===== src/scr_pkg.sv =====
// Constants, types and decode helpers for the serializer control registers
package scr_pkg;

	// Timing
	localparam int CLK_PERIOD_NS      = 10;
	localparam int RESET_PULSE_NS     = 100;
	localparam int RESET_PULSE_CYCLES = (RESET_PULSE_NS + CLK_PERIOD_NS - 1) / CLK_PERIOD_NS;
	localparam int RST_CNT_W          = $clog2(RESET_PULSE_CYCLES + 1);
	localparam logic [RST_CNT_W-1:0] RST_CNT_LOAD = RST_CNT_W'(RESET_PULSE_CYCLES);
	localparam logic [RST_CNT_W-1:0] RST_CNT_ZERO = '0;
	localparam logic [1:0] STRAP_SETTLE = 2'h3;

	// Register offsets
	localparam logic [7:0] OFS_ADDR   = 8'h00;
	localparam logic [7:0] OFS_RESET  = 8'h01;
	localparam logic [7:0] OFS_GENCFG = 8'h03;

	// Field positions
	localparam int ADDR_SRC_BIT    = 0;
	localparam int RST_SLEEP_BIT   = 7;
	localparam int RST_VIDEO_BIT   = 4;
	localparam int RST_FULL_BIT    = 1;
	localparam int RST_KEEP_BIT    = 0;
	localparam int CFG_CRC_BIT     = 7;
	localparam int CFG_AUTOACK_BIT = 5;
	localparam int CFG_FILTER_BIT  = 4;
	localparam int CFG_PASS_BIT    = 3;
	localparam int CFG_OSC_BIT     = 1;

	// Reset values and writable masks
	localparam logic       ADDR_SRC_RESET = 1'h0;
	localparam logic [7:0] GENCFG_RESET   = 8'hD2;
	localparam logic [7:0] GENCFG_WMASK   = 8'hBA;
	localparam logic [7:0] BYTE_ZERO      = 8'h00;

	// Serial bus byte framing
	localparam logic [3:0] BYTE_BITS = 4'h8;
	localparam logic [3:0] LAST_BIT  = 4'h7;
	localparam logic [3:0] BIT_ZERO  = 4'h0;

	// Strap level limits (8-bit level) and the addresses they select
	localparam int STRAP_CODES = 8;
	localparam logic [7:0] STRAP_LIMIT [STRAP_CODES-1] = '{8'h1B, 8'h44, 8'h61, 8'h7F,
		8'h9C, 8'hBA, 8'hE4};
	localparam logic [6:0] STRAP_ADDR [STRAP_CODES] = '{7'h0C, 7'h0E, 7'h10, 7'h12,
		7'h14, 7'h16, 7'h18, 7'h1A};

	typedef enum logic [2:0] {
		ST_IDLE = 3'b000,
		ST_RX   = 3'b001,
		ST_ACK  = 3'b010,
		ST_TX   = 3'b011,
		ST_MACK = 3'b100
	} scr_state_type;

	typedef enum logic [1:0] {
		PH_ADDR = 2'b00,
		PH_OFS  = 2'b01,
		PH_DATA = 2'b10
	} scr_phase_type;

	typedef struct packed {
		logic crc_check_en;
		logic glitch_filter_en;
		logic port0_auto_ack;
		logic port1_auto_ack;
		logic port0_pass_through;
		logic port1_pass_through;
		logic use_internal_osc;
	} scr_cfg_type;

	function automatic logic [6:0] scr_strap_decode(input logic [7:0] level);
		int idx;
		idx = 0;
		for (int i = 0; i < STRAP_CODES - 1; i++) begin
			if (level >= STRAP_LIMIT[i]) begin
				idx = i + 1;
			end
		end
		return STRAP_ADDR[idx];
	endfunction

endpackage


===== src/scr_registers.sv =====
// Serial-bus slave and control register bank of the serializer
// Notes on behaviour
// Address register bits 7:1 hold own bus address, loaded from the strap.
// Address bit 0 picks strapped address (0) or register address (1).
// Reset register bit 7 set: power down while no control link is seen.
// Sleep-on-link-loss bit loads from the first mode strap at power-up.
// Writing 1 to reset bit 4 resets video input block; self-clearing.
// Writing 1 to reset bit 1 resets all logic and registers; self-clearing.
// Writing 1 to reset bit 0 resets logic but keeps registers; self-clearing.
// Config bit 7 enables back-channel CRC check; register resets to 0xD2.
// Config bit 5 acknowledges remote writes at once; default off.
// With auto-acknowledge, remote not-acknowledges never reach the local master.
// Second-port select moves auto-acknowledge and pass-through to port one.
// Config bit 4 enables two-clock glitch filter on sync and valid inputs.
// Config bit 3 forwards alias-matching transfers to the remote side; default off.
// Config bit 1 switches to internal oscillator when video clock absent.
// Strap level decodes into one of eight default bus addresses.
// Self-clearing reset bits read 0 once their reset has completed.
// Reserved bits ignore writes and read their default values.
`timescale 1ns/10ps
`default_nettype none

module scr_registers
	import scr_pkg::*;
(
	// Clock and reset
	input  wire logic        mclk,
	input  wire logic        srst,
	// Serial control bus pins
	input  wire logic        scl_in,
	input  wire logic        sda_in,
	output logic             sda_out,
	output logic             sda_oe_n,
	// Strap pins
	input  wire logic [7:0]  address_strap_pin,
	input  wire logic        first_mode_strap_pin,
	// Device status inputs
	input  wire logic        link_detected,
	input  wire logic        video_clock_present,
	input  wire logic        second_port_select,
	// Control outputs
	output scr_cfg_type      cfg,
	output logic             power_down,
	output logic             video_input_reset,
	output logic             logic_reset
);

	// Synchronisers: scl, sda, link, video clock, mode strap, address strap
	localparam int SYNC_W = 13;
	logic [SYNC_W-1:0] sync_a;
	logic [SYNC_W-1:0] sync_b;
	logic              scl_q;
	logic              sda_q;
	logic              scl_s;
	logic              sda_s;
	logic              link_s;
	logic              vclk_s;
	logic              mode_strap_s;
	logic [7:0]        addr_strap_s;

	always_ff @(posedge mclk) begin
		sync_a <= {address_strap_pin, first_mode_strap_pin, video_clock_present,
			link_detected, sda_in, scl_in};
		sync_b <= sync_a;
		scl_q  <= scl_s;
		sda_q  <= sda_s;
	end

	assign scl_s        = sync_b[0];
	assign sda_s        = sync_b[1];
	assign link_s       = sync_b[2];
	assign vclk_s       = sync_b[3];
	assign mode_strap_s = sync_b[4];
	assign addr_strap_s = sync_b[12:5];

	logic scl_rise;
	logic scl_fall;
	logic start_seen;
	logic stop_seen;

	assign scl_rise   = scl_s & ~scl_q;
	assign scl_fall   = ~scl_s & scl_q;
	assign start_seen = scl_s & scl_q & sda_q & ~sda_s;
	assign stop_seen  = scl_s & scl_q & ~sda_q & sda_s;

	// Open drain: only ever pulls low
	assign sda_out = 1'b0;

	// Register bank state
	logic [6:0]           addr_reg;
	logic                 addr_src;
	logic                 sleep_en;
	logic [7:0]           gencfg;
	logic [RST_CNT_W-1:0] video_cnt;
	logic [RST_CNT_W-1:0] full_cnt;
	logic [RST_CNT_W-1:0] keep_cnt;
	logic [1:0]           strap_wait;
	logic                 strap_done;
	logic [6:0]           strap_addr;
	logic                 strap_sleep;

	logic [6:0] own_addr;
	logic       video_busy;
	logic       full_busy;
	logic       keep_busy;

	assign video_busy = video_cnt != RST_CNT_ZERO;
	assign full_busy  = full_cnt != RST_CNT_ZERO;
	assign keep_busy  = keep_cnt != RST_CNT_ZERO;
	// address source select
	assign own_addr = addr_src ? addr_reg : strap_addr;

	function automatic logic [7:0] read_byte(input logic [7:0] ofs);
		logic [7:0] v;
		v = BYTE_ZERO;
		unique case (ofs)
			OFS_ADDR: begin
				v = {addr_reg, addr_src};
			end
			OFS_RESET: begin
				// busy bits drop when done
				v[RST_SLEEP_BIT] = sleep_en;
				v[RST_VIDEO_BIT] = video_busy;
				v[RST_FULL_BIT]  = full_busy;
				v[RST_KEEP_BIT]  = keep_busy;
			end
			OFS_GENCFG: begin
				// reserved bits read default
				v = (gencfg & GENCFG_WMASK) | (GENCFG_RESET & ~GENCFG_WMASK);
			end
			default: begin
				v = BYTE_ZERO;
			end
		endcase
		return v;
	endfunction

	// Bus engine state
	scr_state_type state;
	scr_state_type next_state;
	scr_phase_type phase;
	scr_phase_type next_phase;
	logic [3:0]    bitcnt;
	logic [3:0]    next_bitcnt;
	logic [7:0]    shreg;
	logic [7:0]    next_shreg;
	logic [7:0]    ptr;
	logic [7:0]    next_ptr;
	logic          is_read;
	logic          next_is_read;
	logic          next_sda_oe_n;
	logic          wr_en;
	logic [7:0]    rd_now;

	// Process form so register changes behind the pointer are seen
	always_comb begin
		rd_now = read_byte(ptr);
	end

	always_comb begin
		next_state    = state;
		next_phase    = phase;
		next_bitcnt   = bitcnt;
		next_shreg    = shreg;
		next_ptr      = ptr;
		next_is_read  = is_read;
		next_sda_oe_n = sda_oe_n;
		wr_en         = 1'b0;
		if (stop_seen) begin
			next_state    = ST_IDLE;
			next_sda_oe_n = 1'b1;
		end else if (start_seen) begin
			next_state    = ST_RX;
			next_phase    = PH_ADDR;
			next_bitcnt   = BIT_ZERO;
			next_sda_oe_n = 1'b1;
		end else begin
			unique case (state)
				ST_IDLE: begin
					next_sda_oe_n = 1'b1;
				end
				ST_RX: begin
					if (scl_rise) begin
						next_shreg  = {shreg[6:0], sda_s};
						next_bitcnt = bitcnt + 4'h1;
					end else if (scl_fall && bitcnt == BYTE_BITS) begin
						next_bitcnt = BIT_ZERO;
						next_state  = ST_ACK;
						unique case (phase)
							PH_ADDR: begin
								if (shreg[7:1] == own_addr) begin
									next_sda_oe_n = 1'b0;
									next_is_read  = shreg[0];
								end else begin
									next_state = ST_IDLE;
								end
							end
							PH_OFS: begin
								next_ptr      = shreg;
								next_sda_oe_n = 1'b0;
							end
							default: begin
								wr_en         = 1'b1;
								next_sda_oe_n = 1'b0;
							end
						endcase
					end
				end
				ST_ACK: begin
					if (scl_fall) begin
						if (phase == PH_ADDR && is_read) begin
							next_state    = ST_TX;
							next_phase    = PH_DATA;
							next_shreg    = rd_now;
							next_sda_oe_n = rd_now[7];
						end else begin
							next_state    = ST_RX;
							next_sda_oe_n = 1'b1;
							if (phase == PH_ADDR) begin
								next_phase = PH_OFS;
							end else begin
								next_phase = PH_DATA;
								if (phase == PH_DATA) begin
									next_ptr = ptr + 8'h01;
								end
							end
						end
					end
				end
				ST_TX: begin
					if (scl_fall) begin
						if (bitcnt == LAST_BIT) begin
							next_state    = ST_MACK;
							next_sda_oe_n = 1'b1;
							next_bitcnt   = BIT_ZERO;
							next_ptr      = ptr + 8'h01;
						end else begin
							next_shreg    = {shreg[6:0], 1'b0};
							next_bitcnt   = bitcnt + 4'h1;
							next_sda_oe_n = shreg[6];
						end
					end
				end
				ST_MACK: begin
					if (scl_rise && sda_s) begin
						next_state = ST_IDLE;
					end else if (scl_fall) begin
						next_state    = ST_TX;
						next_shreg    = rd_now;
						next_sda_oe_n = rd_now[7];
					end
				end
				default: begin
					next_state    = ST_IDLE;
					next_sda_oe_n = 1'b1;
				end
			endcase
		end
	end

	always_ff @(posedge mclk) begin
		if (srst) begin
			state    <= ST_IDLE;
			phase    <= PH_ADDR;
			bitcnt   <= BIT_ZERO;
			shreg    <= BYTE_ZERO;
			ptr      <= BYTE_ZERO;
			is_read  <= 1'b0;
			sda_oe_n <= 1'b1;
		end else begin
			state    <= next_state;
			phase    <= next_phase;
			bitcnt   <= next_bitcnt;
			shreg    <= next_shreg;
			ptr      <= next_ptr;
			is_read  <= next_is_read;
			sda_oe_n <= next_sda_oe_n;
		end
	end

	// Register bank next values
	logic [6:0]           next_addr_reg;
	logic                 next_addr_src;
	logic                 next_sleep_en;
	logic [7:0]           next_gencfg;
	logic [RST_CNT_W-1:0] next_video_cnt;
	logic [RST_CNT_W-1:0] next_full_cnt;
	logic [RST_CNT_W-1:0] next_keep_cnt;
	logic [1:0]           next_strap_wait;
	logic                 next_strap_done;
	logic [6:0]           next_strap_addr;
	logic                 next_strap_sleep;
	scr_cfg_type          next_cfg;
	logic                 next_power_down;
	logic                 next_video_input_reset;
	logic                 next_logic_reset;

	always_comb begin
		next_addr_reg    = addr_reg;
		next_addr_src    = addr_src;
		next_sleep_en    = sleep_en;
		next_gencfg      = gencfg;
		next_strap_wait  = strap_wait;
		next_strap_done  = strap_done;
		next_strap_addr  = strap_addr;
		next_strap_sleep = strap_sleep;
		// counters run down to zero
		next_video_cnt = video_busy ? video_cnt - RST_CNT_W'(1) : video_cnt;
		next_full_cnt  = full_busy ? full_cnt - RST_CNT_W'(1) : full_cnt;
		next_keep_cnt  = keep_busy ? keep_cnt - RST_CNT_W'(1) : keep_cnt;
		if (!strap_done) begin
			if (strap_wait == STRAP_SETTLE) begin
				// strap level decode
				next_strap_addr  = scr_strap_decode(addr_strap_s);
				next_strap_sleep = mode_strap_s;
				next_strap_done  = 1'b1;
				// address from strap
				next_addr_reg    = scr_strap_decode(addr_strap_s);
				// sleep from mode strap
				next_sleep_en    = mode_strap_s;
			end else begin
				next_strap_wait = strap_wait + 2'h1;
			end
		end else if (full_busy) begin
			// registers held at defaults
			next_addr_reg = strap_addr;
			next_addr_src = ADDR_SRC_RESET;
			next_sleep_en = strap_sleep;
			next_gencfg   = GENCFG_RESET;
		end else if (wr_en) begin
			unique case (ptr)
				OFS_ADDR: begin
					next_addr_reg = shreg[7:1];
					next_addr_src = shreg[ADDR_SRC_BIT];
				end
				OFS_RESET: begin
					next_sleep_en = shreg[RST_SLEEP_BIT];
					// video block reset
					if (shreg[RST_VIDEO_BIT]) begin
						next_video_cnt = RST_CNT_LOAD;
					end
					// full reset trigger
					if (shreg[RST_FULL_BIT]) begin
						next_full_cnt = RST_CNT_LOAD;
					end
					// reset keeping registers
					if (shreg[RST_KEEP_BIT]) begin
						next_keep_cnt = RST_CNT_LOAD;
					end
				end
				OFS_GENCFG: begin
					// only writable bits change
					next_gencfg = (shreg & GENCFG_WMASK) | (GENCFG_RESET & ~GENCFG_WMASK);
				end
				default: begin
					next_gencfg = gencfg;
				end
			endcase
		end
		// CRC checker enable
		next_cfg.crc_check_en       = gencfg[CFG_CRC_BIT];
		// glitch filter enable
		next_cfg.glitch_filter_en   = gencfg[CFG_FILTER_BIT];
		// auto-acknowledge per port
		next_cfg.port0_auto_ack     = gencfg[CFG_AUTOACK_BIT] & ~second_port_select;
		next_cfg.port1_auto_ack     = gencfg[CFG_AUTOACK_BIT] & second_port_select;
		// pass-through per port
		next_cfg.port0_pass_through = gencfg[CFG_PASS_BIT] & ~second_port_select;
		next_cfg.port1_pass_through = gencfg[CFG_PASS_BIT] & second_port_select;
		// oscillator fallback
		next_cfg.use_internal_osc   = gencfg[CFG_OSC_BIT] & ~vclk_s;
		// sleep on link loss
		next_power_down        = sleep_en & ~link_s;
		next_video_input_reset = video_busy | full_busy | keep_busy;
		next_logic_reset       = full_busy | keep_busy;
	end

	always_ff @(posedge mclk) begin
		if (srst) begin
			addr_reg          <= STRAP_ADDR[0];
			addr_src          <= ADDR_SRC_RESET;
			sleep_en          <= 1'b0;
			gencfg            <= GENCFG_RESET;
			video_cnt         <= RST_CNT_ZERO;
			full_cnt          <= RST_CNT_ZERO;
			keep_cnt          <= RST_CNT_ZERO;
			strap_wait        <= 2'h0;
			strap_done        <= 1'b0;
			strap_addr        <= STRAP_ADDR[0];
			strap_sleep       <= 1'b0;
			cfg               <= '0;
			power_down        <= 1'b0;
			video_input_reset <= 1'b0;
			logic_reset       <= 1'b0;
		end else begin
			addr_reg          <= next_addr_reg;
			addr_src          <= next_addr_src;
			sleep_en          <= next_sleep_en;
			gencfg            <= next_gencfg;
			video_cnt         <= next_video_cnt;
			full_cnt          <= next_full_cnt;
			keep_cnt          <= next_keep_cnt;
			strap_wait        <= next_strap_wait;
			strap_done        <= next_strap_done;
			strap_addr        <= next_strap_addr;
			strap_sleep       <= next_strap_sleep;
			cfg               <= next_cfg;
			power_down        <= next_power_down;
			video_input_reset <= next_video_input_reset;
			logic_reset       <= next_logic_reset;
		end
	end

endmodule

`default_nettype wire


===== config.mk =====
export PLATFORM = sky130hd
export DESIGN_NAME = scr_registers
export DESIGN_NICKNAME = d
export VERILOG_FILES = /design/src/scr_pkg.sv /design/src/scr_registers.sv
export SDC_FILE = /design/constraint.sdc
export NUM_CORES = 1
export LEC_CHECK = 0
export ABC_AREA = 1
export BUFFER_PORTS_ARGS = -buffer_cell sky130_fd_sc_hd__buf_2
export CORE_MARGIN = 2
export CORE_UTILIZATION = 45
export CTS_BUF_LIST = sky130_fd_sc_hd__clkbuf_8
export CTS_CLUSTER_DIAMETER = 40
export DETAILED_ROUTE_END_ITERATION = 10
export PLACE_DENSITY = 0.62
export SLEW_MARGIN = 20
export SYNTH_ARGS = -nofsm -noshare
export SYNTH_HDL_FRONTEND = slang
export SYNTH_SLANG_ARGS = --single-unit

===== constraint.sdc =====
create_clock -name mclk -period 3 [get_ports mclk]
set_clock_uncertainty 0.2 [all_clocks]
set_input_delay 0.45 -clock mclk [delete_from_list [all_inputs] [get_ports mclk]]
set_output_delay 0.45 -clock mclk [all_outputs]
set_load 0.01 [all_outputs]

## Word level (Yosys, flattened, before mapping)

Memories as Yosys holds them, arrays and structs flattened.
Cells that the tools add are included.

| cells by class | value |
|---|---|
| add/sub/neg operators | 6 |
| magnitude comparators | 8 |
| equal/unequal tests | 39 |
| muxes and demuxes | 111 |
| bitwise operators | 30 |
| reductions and logical operators | 35 |

Operators with widths:

| operator | number |
|---|---|
| 32-bit 2-to-1 mux | 8 |
| 8-bit 2-to-1 mux | 19 |
| 4-bit 2-to-1 mux | 23 |
| 7-bit 2-to-1 mux | 8 |
| 32-bit by 4-bit >= comparator with 1-bit output, second input constant | 1 |
| 32-bit inverter | 1 |
| 8-bit case mux with 4 select lines | 1 |
| 1-bit 2-to-1 mux | 28 |
| 2-bit inequality test, second input constant | 14 |
| 7-bit AND reduction | 4 |
| 8-bit by 7-bit >= comparator with 1-bit output, second input constant | 3 |
| 8-bit >= comparator, second input constant | 3 |
| 8-bit case mux with 3 select lines | 1 |
| 3-bit 2-to-1 mux | 7 |
| 3-bit inequality test, second input constant | 7 |
| 2-bit 2-to-1 mux | 8 |
| 4-bit nonzero test | 4 |
| 3-bit case mux with 5 select lines | 1 |
| 3-bit AND reduction | 5 |
| 1-bit bitwise AND | 13 |
| 1-bit inverter | 13 |
| 12-bit AND reduction | 1 |
| 2-bit nonzero test | 6 |
| 4-bit by 1-bit subtractor with 4-bit output, second input constant | 3 |
| other kinds (33) | 47 |

| storage, ports and cells | value |
|---|---|
| bits in registers | 105 |
| memory bits (read-only) | 56 |
| input port bits | 16 |
| output and inout bits | 12 |
| word-level logic and storage cells | 263 |
| memories kept | 1 |

Memories:

| name | depth | bits a word | rd ports | clocked after Yosys merged registers in | wr ports | RTL line | text |
|---|---|---|---|---|---|---|---|
| (no name shown) | 8 | 7 | 1 | 0 | 0 | scr_pkg.sv:80 | `return STRAP_ADDR[idx];` |

## Logic depth before layout (Yosys ltp)

Gate-level depths: netlist of run 1.

| depth | value |
|---|---|
| depth in word-level cells | 16 |
| depth in mapped cells | 12 |
| mapped depth without buffers | 12 |

## Least setup slack after synthesis of run 1

No wires, ideal clock.

| timing | value |
|---|---|
| kind | register to register |
| start | reg sync_b[8] |
| end | reg addr_reg[3] |
| arrival time | 1.541 ns |
| required time | 2.737 ns |
| path slack | 1.195 ns |
| cell stages (with the launch flop) | 11 |
| path buffers | 0 |
| clock period less this slack | 1.805 ns |
| cells stage by stage | dfxtp_1 -> nor2_1 -> nand2_1 -> o21ai_0 -> o21ai_0 -> inv_1 -> ha_1 -> or2_2 -> o21ai_0 -> nand2_1 -> nand3_1 |

| on the way | value |
|---|---|
| cells in the longest elaborated chain, start to end | 16 |
| elaborated cells between the ends (all ways) | 22 |
| those cells by class | order compare: 7; mux: 13; bitwise: 1; memory: 1 |

RTL lines:

| what | RTL line | text |
|---|---|---|
| start: declaration | scr_registers.sv:51 | `logic [SYNC_W-1:0] sync_b;` |
| start signal: assignment | scr_registers.sv:64 | `sync_b <= sync_a;` |
| 8-bit by 5-bit >= comparator with 1-bit output | scr_pkg.sv:76 | `if (level >= STRAP_LIMIT[i]) begin` |
| 1-bit 2-to-1 mux | scr_pkg.sv:76 |  |
| 32-bit 2-to-1 mux (5 in series) | scr_pkg.sv:76 |  |
| 32-bit 2-to-1 mux * | scr_pkg.sv:76 |  |
| 32-bit 2-to-1 mux * | scr_registers.sv:312 | `if (strap_wait == STRAP_SETTLE) begin` |
| 32-bit 2-to-1 mux * | scr_registers.sv:311 | `if (!strap_done) begin` |
| 32-bit inverter (implied by the code) * | scr_pkg.sv:80 |  |
| memory 8 x 7 bit * | -- |  |
| 7-bit 2-to-1 mux (implied by the code) * (2 in series) | scr_pkg.sv:80 |  |
| 7-bit 2-to-1 mux * | scr_registers.sv:312 |  |
| 7-bit 2-to-1 mux * | scr_registers.sv:311 |  |
| end signal: assignment | scr_registers.sv:380 | `addr_reg <= STRAP_ADDR[0];` |
| end signal: assignment | scr_registers.sv:396 | `addr_reg <= next_addr_reg;` |
| end: declaration | scr_registers.sv:90 | `logic [6:0] addr_reg;` |

Every way passes the cells marked *; elsewhere a longest branch is shown, timed or not. The select of a mux whose other input is x is not followed.
A chain may end at the register's enable or synchronous reset.

## Worst setup path after layout of run 1

| timing | value |
|---|---|
| start | reg full_cnt[0] |
| end | reg addr_reg[1] |

| on the way | value |
|---|---|
| cells in the longest elaborated chain, start to end | 3 |
| elaborated cells between the ends (all ways) | 6 |
| those cells by class | eq/ne: 2; mux: 2; reduce/logical: 2 |

RTL lines:

| what | RTL line | text |
|---|---|---|
| start: declaration | scr_registers.sv:95 | `logic [RST_CNT_W-1:0] full_cnt;` |
| start signal: assignment | scr_registers.sv:401 | `full_cnt <= next_full_cnt;` |
| 4-bit nonzero test * | scr_registers.sv:108 | `assign full_busy = full_cnt != RST_CNT_ZERO;` |
| 3-bit by 1-bit inequality test with 1-bit output (no line) or 7-bit 2-to-1 mux (tied branches) | -- |  |
| 3-bit AND reduction (no line) or 7-bit 2-to-1 mux (tied branches) | -- |  |

Every way passes the cells marked *; elsewhere a longest branch is shown, timed or not.

==> results.py, run 1 <==
metrics = {
    "logic_synthesis": {
        "muxShareOfSynthArea": 0,
        "synth-async-reset-ratio": 0,
        "synth_compound_area_frac": 0.1607,
        "ys.flop_type": "dfxtp_1",
        "seq_area_frac_synth": 0.4174,
        "syn_area_sq_um": 4748,
        "synth_top_family_by_area": "simple AND/OR/NAND/NOR gates",
        "avgSynthCellArea_sq_um": 7.045,
        "syn_inst": 674,
        "synth_edf_count": 0,
        "synth-xor-area-share": 0.01107,
        "synthSimpleGateAreaFrac": 0.2864,
        "syn_nets": 700,
        "synth-warning-count": 0,
        "synth_fa_ha_area_frac": 0.02635,
        "synth.distinct_cells": 40,
        "ys_ff_latch": 99,
    },
    "detailed_routing": {
        "drc_errors": 0,
        "drt-initial-drc-count": 272,
        "vias": 4335,
        "dr.max_layer_used": "met4",
        "m1WireLength_um": 5333,
        "route.antenna.remaining_nets": 0,
        "wl_met2_um": 5283,
        "finalWirelength_um": 11310,
        "dr_wl_met3_um": 503,
        "viasPerCell": 5.094,
        "drt-pass1-iter-count": 5,
        "avgRoutedWirePerCell_um": 13.29,
    },
    "critical_path": {
        "cp-endpoint": "addr_reg[1]$_SDFFE_PP0P_",
        "worst_r2r_path_depth": 11,
        "startpoint": "full_cnt[0]$_SDFF_PP0_",
        "r2r_end": "addr_reg[1]$_SDFFE_PP0P_",
        "path_class": "register to register",
        "start_kind": "register",
        "path_max_fanout": 17,
        "critPathArrivalTime_ns": 2.44,
        "worst_r2r_startpoint": "full_cnt[0]$_SDFF_PP0_",
        "r2r_slack_ns": 0.64,
        "cp.required_ns": 3.09,
        "critPathCaptureType": "register",
    },
    "placement": {
        "gp_congestion": 0.9147,
        "place_area_sq_um": 4977,
        "place_hpwl_um": 8221,
        "dp_cells": 822,
        "pre_cts_slack_ns": 0.6965,
        "numPortBuffers": 26,
    },
    "timing": {
        "max_freq_mhz": 424.5,
        "drv_slew": 0,
        "rsz0062_at_grt": "no",
        "finalCritPeriodShare": 0.7852,
        "final.min_clock_period_ns": 2.356,
        "setup_ws_ns": 0.6443,
        "finalHoldViolations": 0,
        "setup_violations": 0,
        "setup-tns-final_ns": 0,
    },
    "grt": {
        "grt_max_degree": 37,
        "track_usage": 0.2083,
        "grt_overflow_total": 0,
        "antenna_found_initial": 0,
        "grt_pass1_wl_um": 19110,
        "grt_pass1_vias": 4116,
    },
    "clock_tree": {
        "cts_made_buffers": 9,
        "h-tree-depth": 3,
        "clk_pin_slew_ns": 0.11,
        "cts_root_buffer": "clkbuf_8",
        "cts_tree": "done",
        "clkSinkCount": 99,
        "insertion_delay_ns": 0.38,
        "cts_buffer_depth": 2,
    },
    "hold_path": {
        "hold_depth": 2,
        "hp-class": "input pin to register",
    },
    "layout": {
        "post_layout_nonfiller_instances": 851,
        "num_antenna_cells": 0,
        "top_regs": "sync_a x13, sync_b x13",
        "fill_cells": 1053,
        "areaGrowthSynthToFinish_pct": 11.86,
        "final_area_sq_um": 5311,
        "final_nets": 736,
        "layout-drive-gt1-share": 0.1133,
    },
    "flow_run": {
        "cap_violations": 0,
    },
    "floorplanning": {
        "die_area_sq_um": 11390,
        "ios": 28,
        "fp.dieW_um": 106.7,
        "start_util": 0.4620,
        "die_y_um": 106.7,
        "core_sq_um": 10280,
        "row_count": 37,
    },
    "pwr": {
        "power_leakage_uw": 0.002391,
        "powerDensity_nw_per_um2": 705.7,
        "irDropWorstVdd_mv": 0.5801,
        "p_total_uw": 3748,
    },
    "run_status": {
        "outcome": "complete, no violations",
    },
}
## through the flow
stage | util | hold slack [ns]
after detailed placement | 0.4843 | 0.1121
final | 0.5168 | 0.05460
after CTS | 0.5168 | 0.03856
after global placement | 0.4843 | 0.1098
after floorplan | - | 0.1096
after global routing | 0.5168 | 0.03464
## placed cells by master, fill, tap and decap left out, types with 6 or more instances in the layout
cell / n
nor3_1: 15
clkbuf_8: 9
a21oi_1: 60
nand3_1: 49
dfxtp_1: 99
ha_1: 10
inv_1: 91
o21ai_1: 6
o211ai_1: 8
nand2_1: 146
nor2_2: 6
nor2_1: 63
buf_2: 26
dlygate4sd3_1: 13
o21ai_0: 44
inv_2: 9
## synth_stat cells (all sizes together) (2+ instances only)
master,count,area share
o21bai,2,0.0032
dfxtp,99,0.42
nand3,52,0.060
a31oi,2,0.0026
o22ai,4,0.0053
a211oi,4,0.0074
xor2,4,0.0074
inv,100,0.079
nor4,3,0.0040
buf,10,0.013
a21oi,64,0.071
ha,10,0.026
o211ai,8,0.013
nor2,73,0.067
o21ai,50,0.053
nor3,16,0.019
o21a,3,0.0047
clkbuf,6,0.0047
or2,3,0.0040
xnor2,2,0.0037
nand4,5,0.0079
nand2,151,0.12
## metal layers
metal | vias to the layer above | track usage
met3 | 17 | 0.03891
met1 | 1970 | 0.2749
met4 | 0 | 0.06494
met5 | - | 0
met2 | 98 | 0.3453
li1 | 2250 | -
## worst min path at each step
stage                            start                 to
CTS                 second_port_select  cfg[4]$_SDFF_PP0_
floorplan            sync_a[0]$_DFF_P_  sync_b[0]$_DFF_P_
global route        second_port_select  cfg[4]$_SDFF_PP0_
finish              second_port_select  cfg[4]$_SDFF_PP0_
detailed placement   sync_a[5]$_DFF_P_  sync_b[5]$_DFF_P_
global placement     sync_a[3]$_DFF_P_  sync_b[3]$_DFF_P_
## cells by family (layout without fill, tap and decap cells)
kind of cell	Yosys count	after routing
xor+xnor	6	6
flops	99	99
other cells	1	1
simple gates	304	304
fa+ha+maj	10	10
compound gates	138	138
buf+inv	116	157
## area by class of cell
| type | count | area [sq um] | share of cell area |
|---|---|---|---|
| Clock buffer | 9 | 123.9 | 0.02332 |
| Clock inverter | 7 | 80.08 | 0.01508 |
| Inverter | 100 | 375.4 | 0.07067 |
| Multi-Input combinational cell | 459 | 2305 | 0.4339 |
| Sequential cell | 99 | 1982 | 0.3731 |
| Tap cell | 136 | 170.2 | 0.03204 |
| Timing Repair Buffer | 41 | 275.3 | 0.05183 |
## worst max-delay path, stage by stage (launching register included)
cell and delay, ns:
dfxtp_1 0.36, inv_1 0.07, ha_1 0.18, nand2_1 0.10
nor2_4 0.33, inv_2 0.17, nor2_2 0.23, nand2_1 0.10
nand3_2 0.22, inv_1 0.11, o21ai_0 0.15, a21oi_1 0.05
## report_power, final
group	internal, uW	switching (uW)	total, uW
clock	332	542	874
sequential	1530	159	1680
combinational	416	774	1190
## timing repair
item / 4_1_cts / 5_1_grt
setup buffers: 0 / 0
endpoints found under the setup margin: 0 / 0
resized for setup: 0 / 0
hold buffers: 13 / 0
hold endpoints to repair: 13 / 0
(Power assumes the default switching activity.)
==> run 2: changes to the inputs <==
--- a/config.mk
+++ b/config.mk
@@ -12,7 +12,7 @@
 export CTS_BUF_LIST = sky130_fd_sc_hd__clkbuf_8
 export CTS_CLUSTER_DIAMETER = 40
 export DETAILED_ROUTE_END_ITERATION = 10
-export PLACE_DENSITY = 0.62
+export PLACE_DENSITY = 0.64
 export SLEW_MARGIN = 20
 export SYNTH_ARGS = -nofsm -noshare
 export SYNTH_HDL_FRONTEND = slang
==> constraint.sdc (replaced) <==
create_clock -name mclk -period 1.95 [get_ports mclk]
set_clock_uncertainty 0.2 [all_clocks]
set_input_delay 0.2925 -clock mclk [delete_from_list [all_inputs] [get_ports mclk]]
set_output_delay 0.2925 -clock mclk [all_outputs]
set_load 0.01 [all_outputs]
==> results.py, run 2 (synthesis results as in run 1) <==
metrics = {
    "run_status": {
        "outcome": "complete, no violations",
    },
    "pwr": {
        "p_total_uw": 6294,
        "power_frac_clock": 0.220,
        "p_sw_uw": 2329,
        "comb_power_share": 0.372,
        "irDropWorstVdd_mv": 0.8306,
        "powerDensity_nw_per_um2": 1028,
        "p_int_uw": 3965,
        "switching_share": 0.3700,
        "power_leakage_uw": 0.002754,
        "seq_power_share": 0.408,
    },
    "detailed_routing": {
        "drt-initial-drc-count": 349,
        "drc_errors": 0,
        "avgRoutedWirePerCell_um": 13.82,
        "drt-pass1-iter-count": 5,
        "finalWirelength_um": 12630,
        "route.antenna.remaining_nets": 0,
        "viasPerCell": 5.163,
        "vias": 4719,
    },
    "floorplanning": {
        "start_util": 0.4620,
        "die_y_um": 106.7,
        "die_area_sq_um": 11390,
        "ios": 28,
        "fp.dieW_um": 106.7,
        "core_sq_um": 10280,
        "row_count": 37,
    },
    "placement": {
        "gp_congestion": 0.9265,
        "numPortBuffers": 26,
        "place_hpwl_um": 8954,
        "pre_cts_slack_ns": -0.01207,
    },
    "layout": {
        "mostFrequentLayoutCell": "nand2_1",
        "top_regs": "sync_a x13, sync_b x13",
        "final_cell_mix": "138 x nand2_1, 90 x inv_1, 84 x dfxtp_1",
        "num_antenna_cells": 0,
        "fill_cells": 997,
        "areaGrowthSynthToFinish_pct": 28.99,
        "final_nets": 799,
        "layout-drive-gt1-share": 0.2661,
    },
    "timing": {
        "finalCritPeriodShare": 0.9682,
        "rsz0062_at_grt": "yes",
        "drv_slew": 0,
        "setup_ws_ns": 0.06201,
        "max_freq_mhz": 529.7,
        "final.min_clock_period_ns": 1.888,
        "holdWs_ns": 0.1262,
        "finalHoldViolations": 0,
        "setup_violations": 0,
    },
    "critical_path": {
        "path_class": "register to register",
        "critPathCaptureType": "register",
        "critPathArrivalTime_ns": 1.99,
        "start_kind": "register",
        "path_max_fanout": 8,
        "cp.required_ns": 2.05,
    },
    "hold_path": {
        "hp-class": "input pin to register",
    },
    "grt": {
        "grt_overflow_total": 0,
        "antenna_found_initial": 0,
        "use_met1": 0.2941,
        "grtUsageMet3": 0.04498,
        "top_usage_layer": "met2",
        "track_usage": 0.2149,
        "grt_pass1_vias": 4228,
        "grt_max_degree": 37,
        "globalRouteMet2Util": 0.3353,
        "grt_pass1_wl_um": 19490,
    },
    "flow_run": {
        "cap_violations": 0,
    },
    "clock_tree": {
        "h-tree-depth": 3,
        "cts_made_buffers": 9,
        "clkSinkCount": 99,
        "cts_tree": "done",
        "cts_root_buffer": "clkbuf_8",
        "insertion_delay_ns": 0.39,
        "clk_pin_slew_ns": 0.10,
        "cts_buffer_depth": 2,
    },
}
run 2: cell count changes in the layout (fill, tap and decap cells not counted), moves of 6 or more:
cell | previous run | this run
a21oi_1 | 60 | 51
a21oi_2 | 4 | 13
buf_4 | 2 | 55
dfxtp_1 | 99 | 84
dfxtp_2 | 0 | 13
nand2_1 | 146 | 138
nand2_2 | 4 | 11
nor2_1 | 63 | 52
nor2_4 | 4 | 10
o21ai_0 | 44 | 30
o21ai_1 | 6 | 13
o21ai_2 | 0 | 7
run 2: final cells by class:
class	count	area, sq um	share of cell area
clock buffers	10	137.6	0.02247
clock inverters	6	63.81	0.01042
multi-input cells	461	2579	0.4210
flip-flops and latches	99	2006	0.3275
well taps	136	170.2	0.02778
inverters	100	380.4	0.06210
repair buffers	102	788.3	0.1287
run 2: through the flow:
stage          area, sq um   TNS [ns]  cells    util
3_3_place_gp          5313          0    865  0.5169
2_1_floorplan         4748          0    674       -
3_5_place_dp          5313   -0.02726    865  0.5169
5_1_grt               6125    -0.3600    914  0.5959
4_1_cts               5682  -0.001920    896  0.5528
6_report              6125          0    914  0.5959
run 2: final timing paths:
kind                           endpoint  slack, ns              start  cells past startpoint
setup / recovery  shreg[1]$_SDFFE_PP0P_       0.06  sync_b[1]$_DFF_P_                     10
hold / removal      ptr[7]$_SDFFE_PP0P_       0.13               srst                      3
setup reg to reg  shreg[1]$_SDFFE_PP0P_       0.06  sync_b[1]$_DFF_P_                     10
hold reg to reg       sync_b[9]$_DFF_P_       0.13  sync_a[9]$_DFF_P_                      0
run 2: power groups by stage:
stage | sequential (uW) | combinational [uW] | clock (uW)
2_1_floorplan | 2560 | 1430 | 0
3_3_place_gp | 2590 | 1980 | 0
3_5_place_dp | 2600 | 2040 | 0
4_1_cts | 2560 | 2080 | 1410
5_1_grt | 2610 | 2610 | 1480
6_report | 2570 | 2340 | 1380
run 2: repair_timing:
action,4_1_cts,5_1_grt
gates cloned,0,2
endpoints found under the setup margin,8,43
hold buffers,14,0
setup buffers,1,16
hold endpoints to repair,17,0
pin swaps,0,20
gates resized for setup,7,95
run 2: routing by layer:
layer  share of wire  routed length (um)  up-vias
met2            0.46                5828      140
met1            0.46                5824     2175
met5               0                   0        -
met4           0.017                 217        0
li1                -                   -     2386
met3           0.060                 758       18
run 2: critical path: stages (launching register included):
cell     delay, ns
dfxtp_2       0.34
inv_1         0.13
nor3_2        0.10
nor2_4        0.16
buf_4         0.13
inv_2         0.04
nor3_4        0.28
nand2_4       0.13
nand2_1       0.07
nand2_1       0.06
a21oi_2       0.15
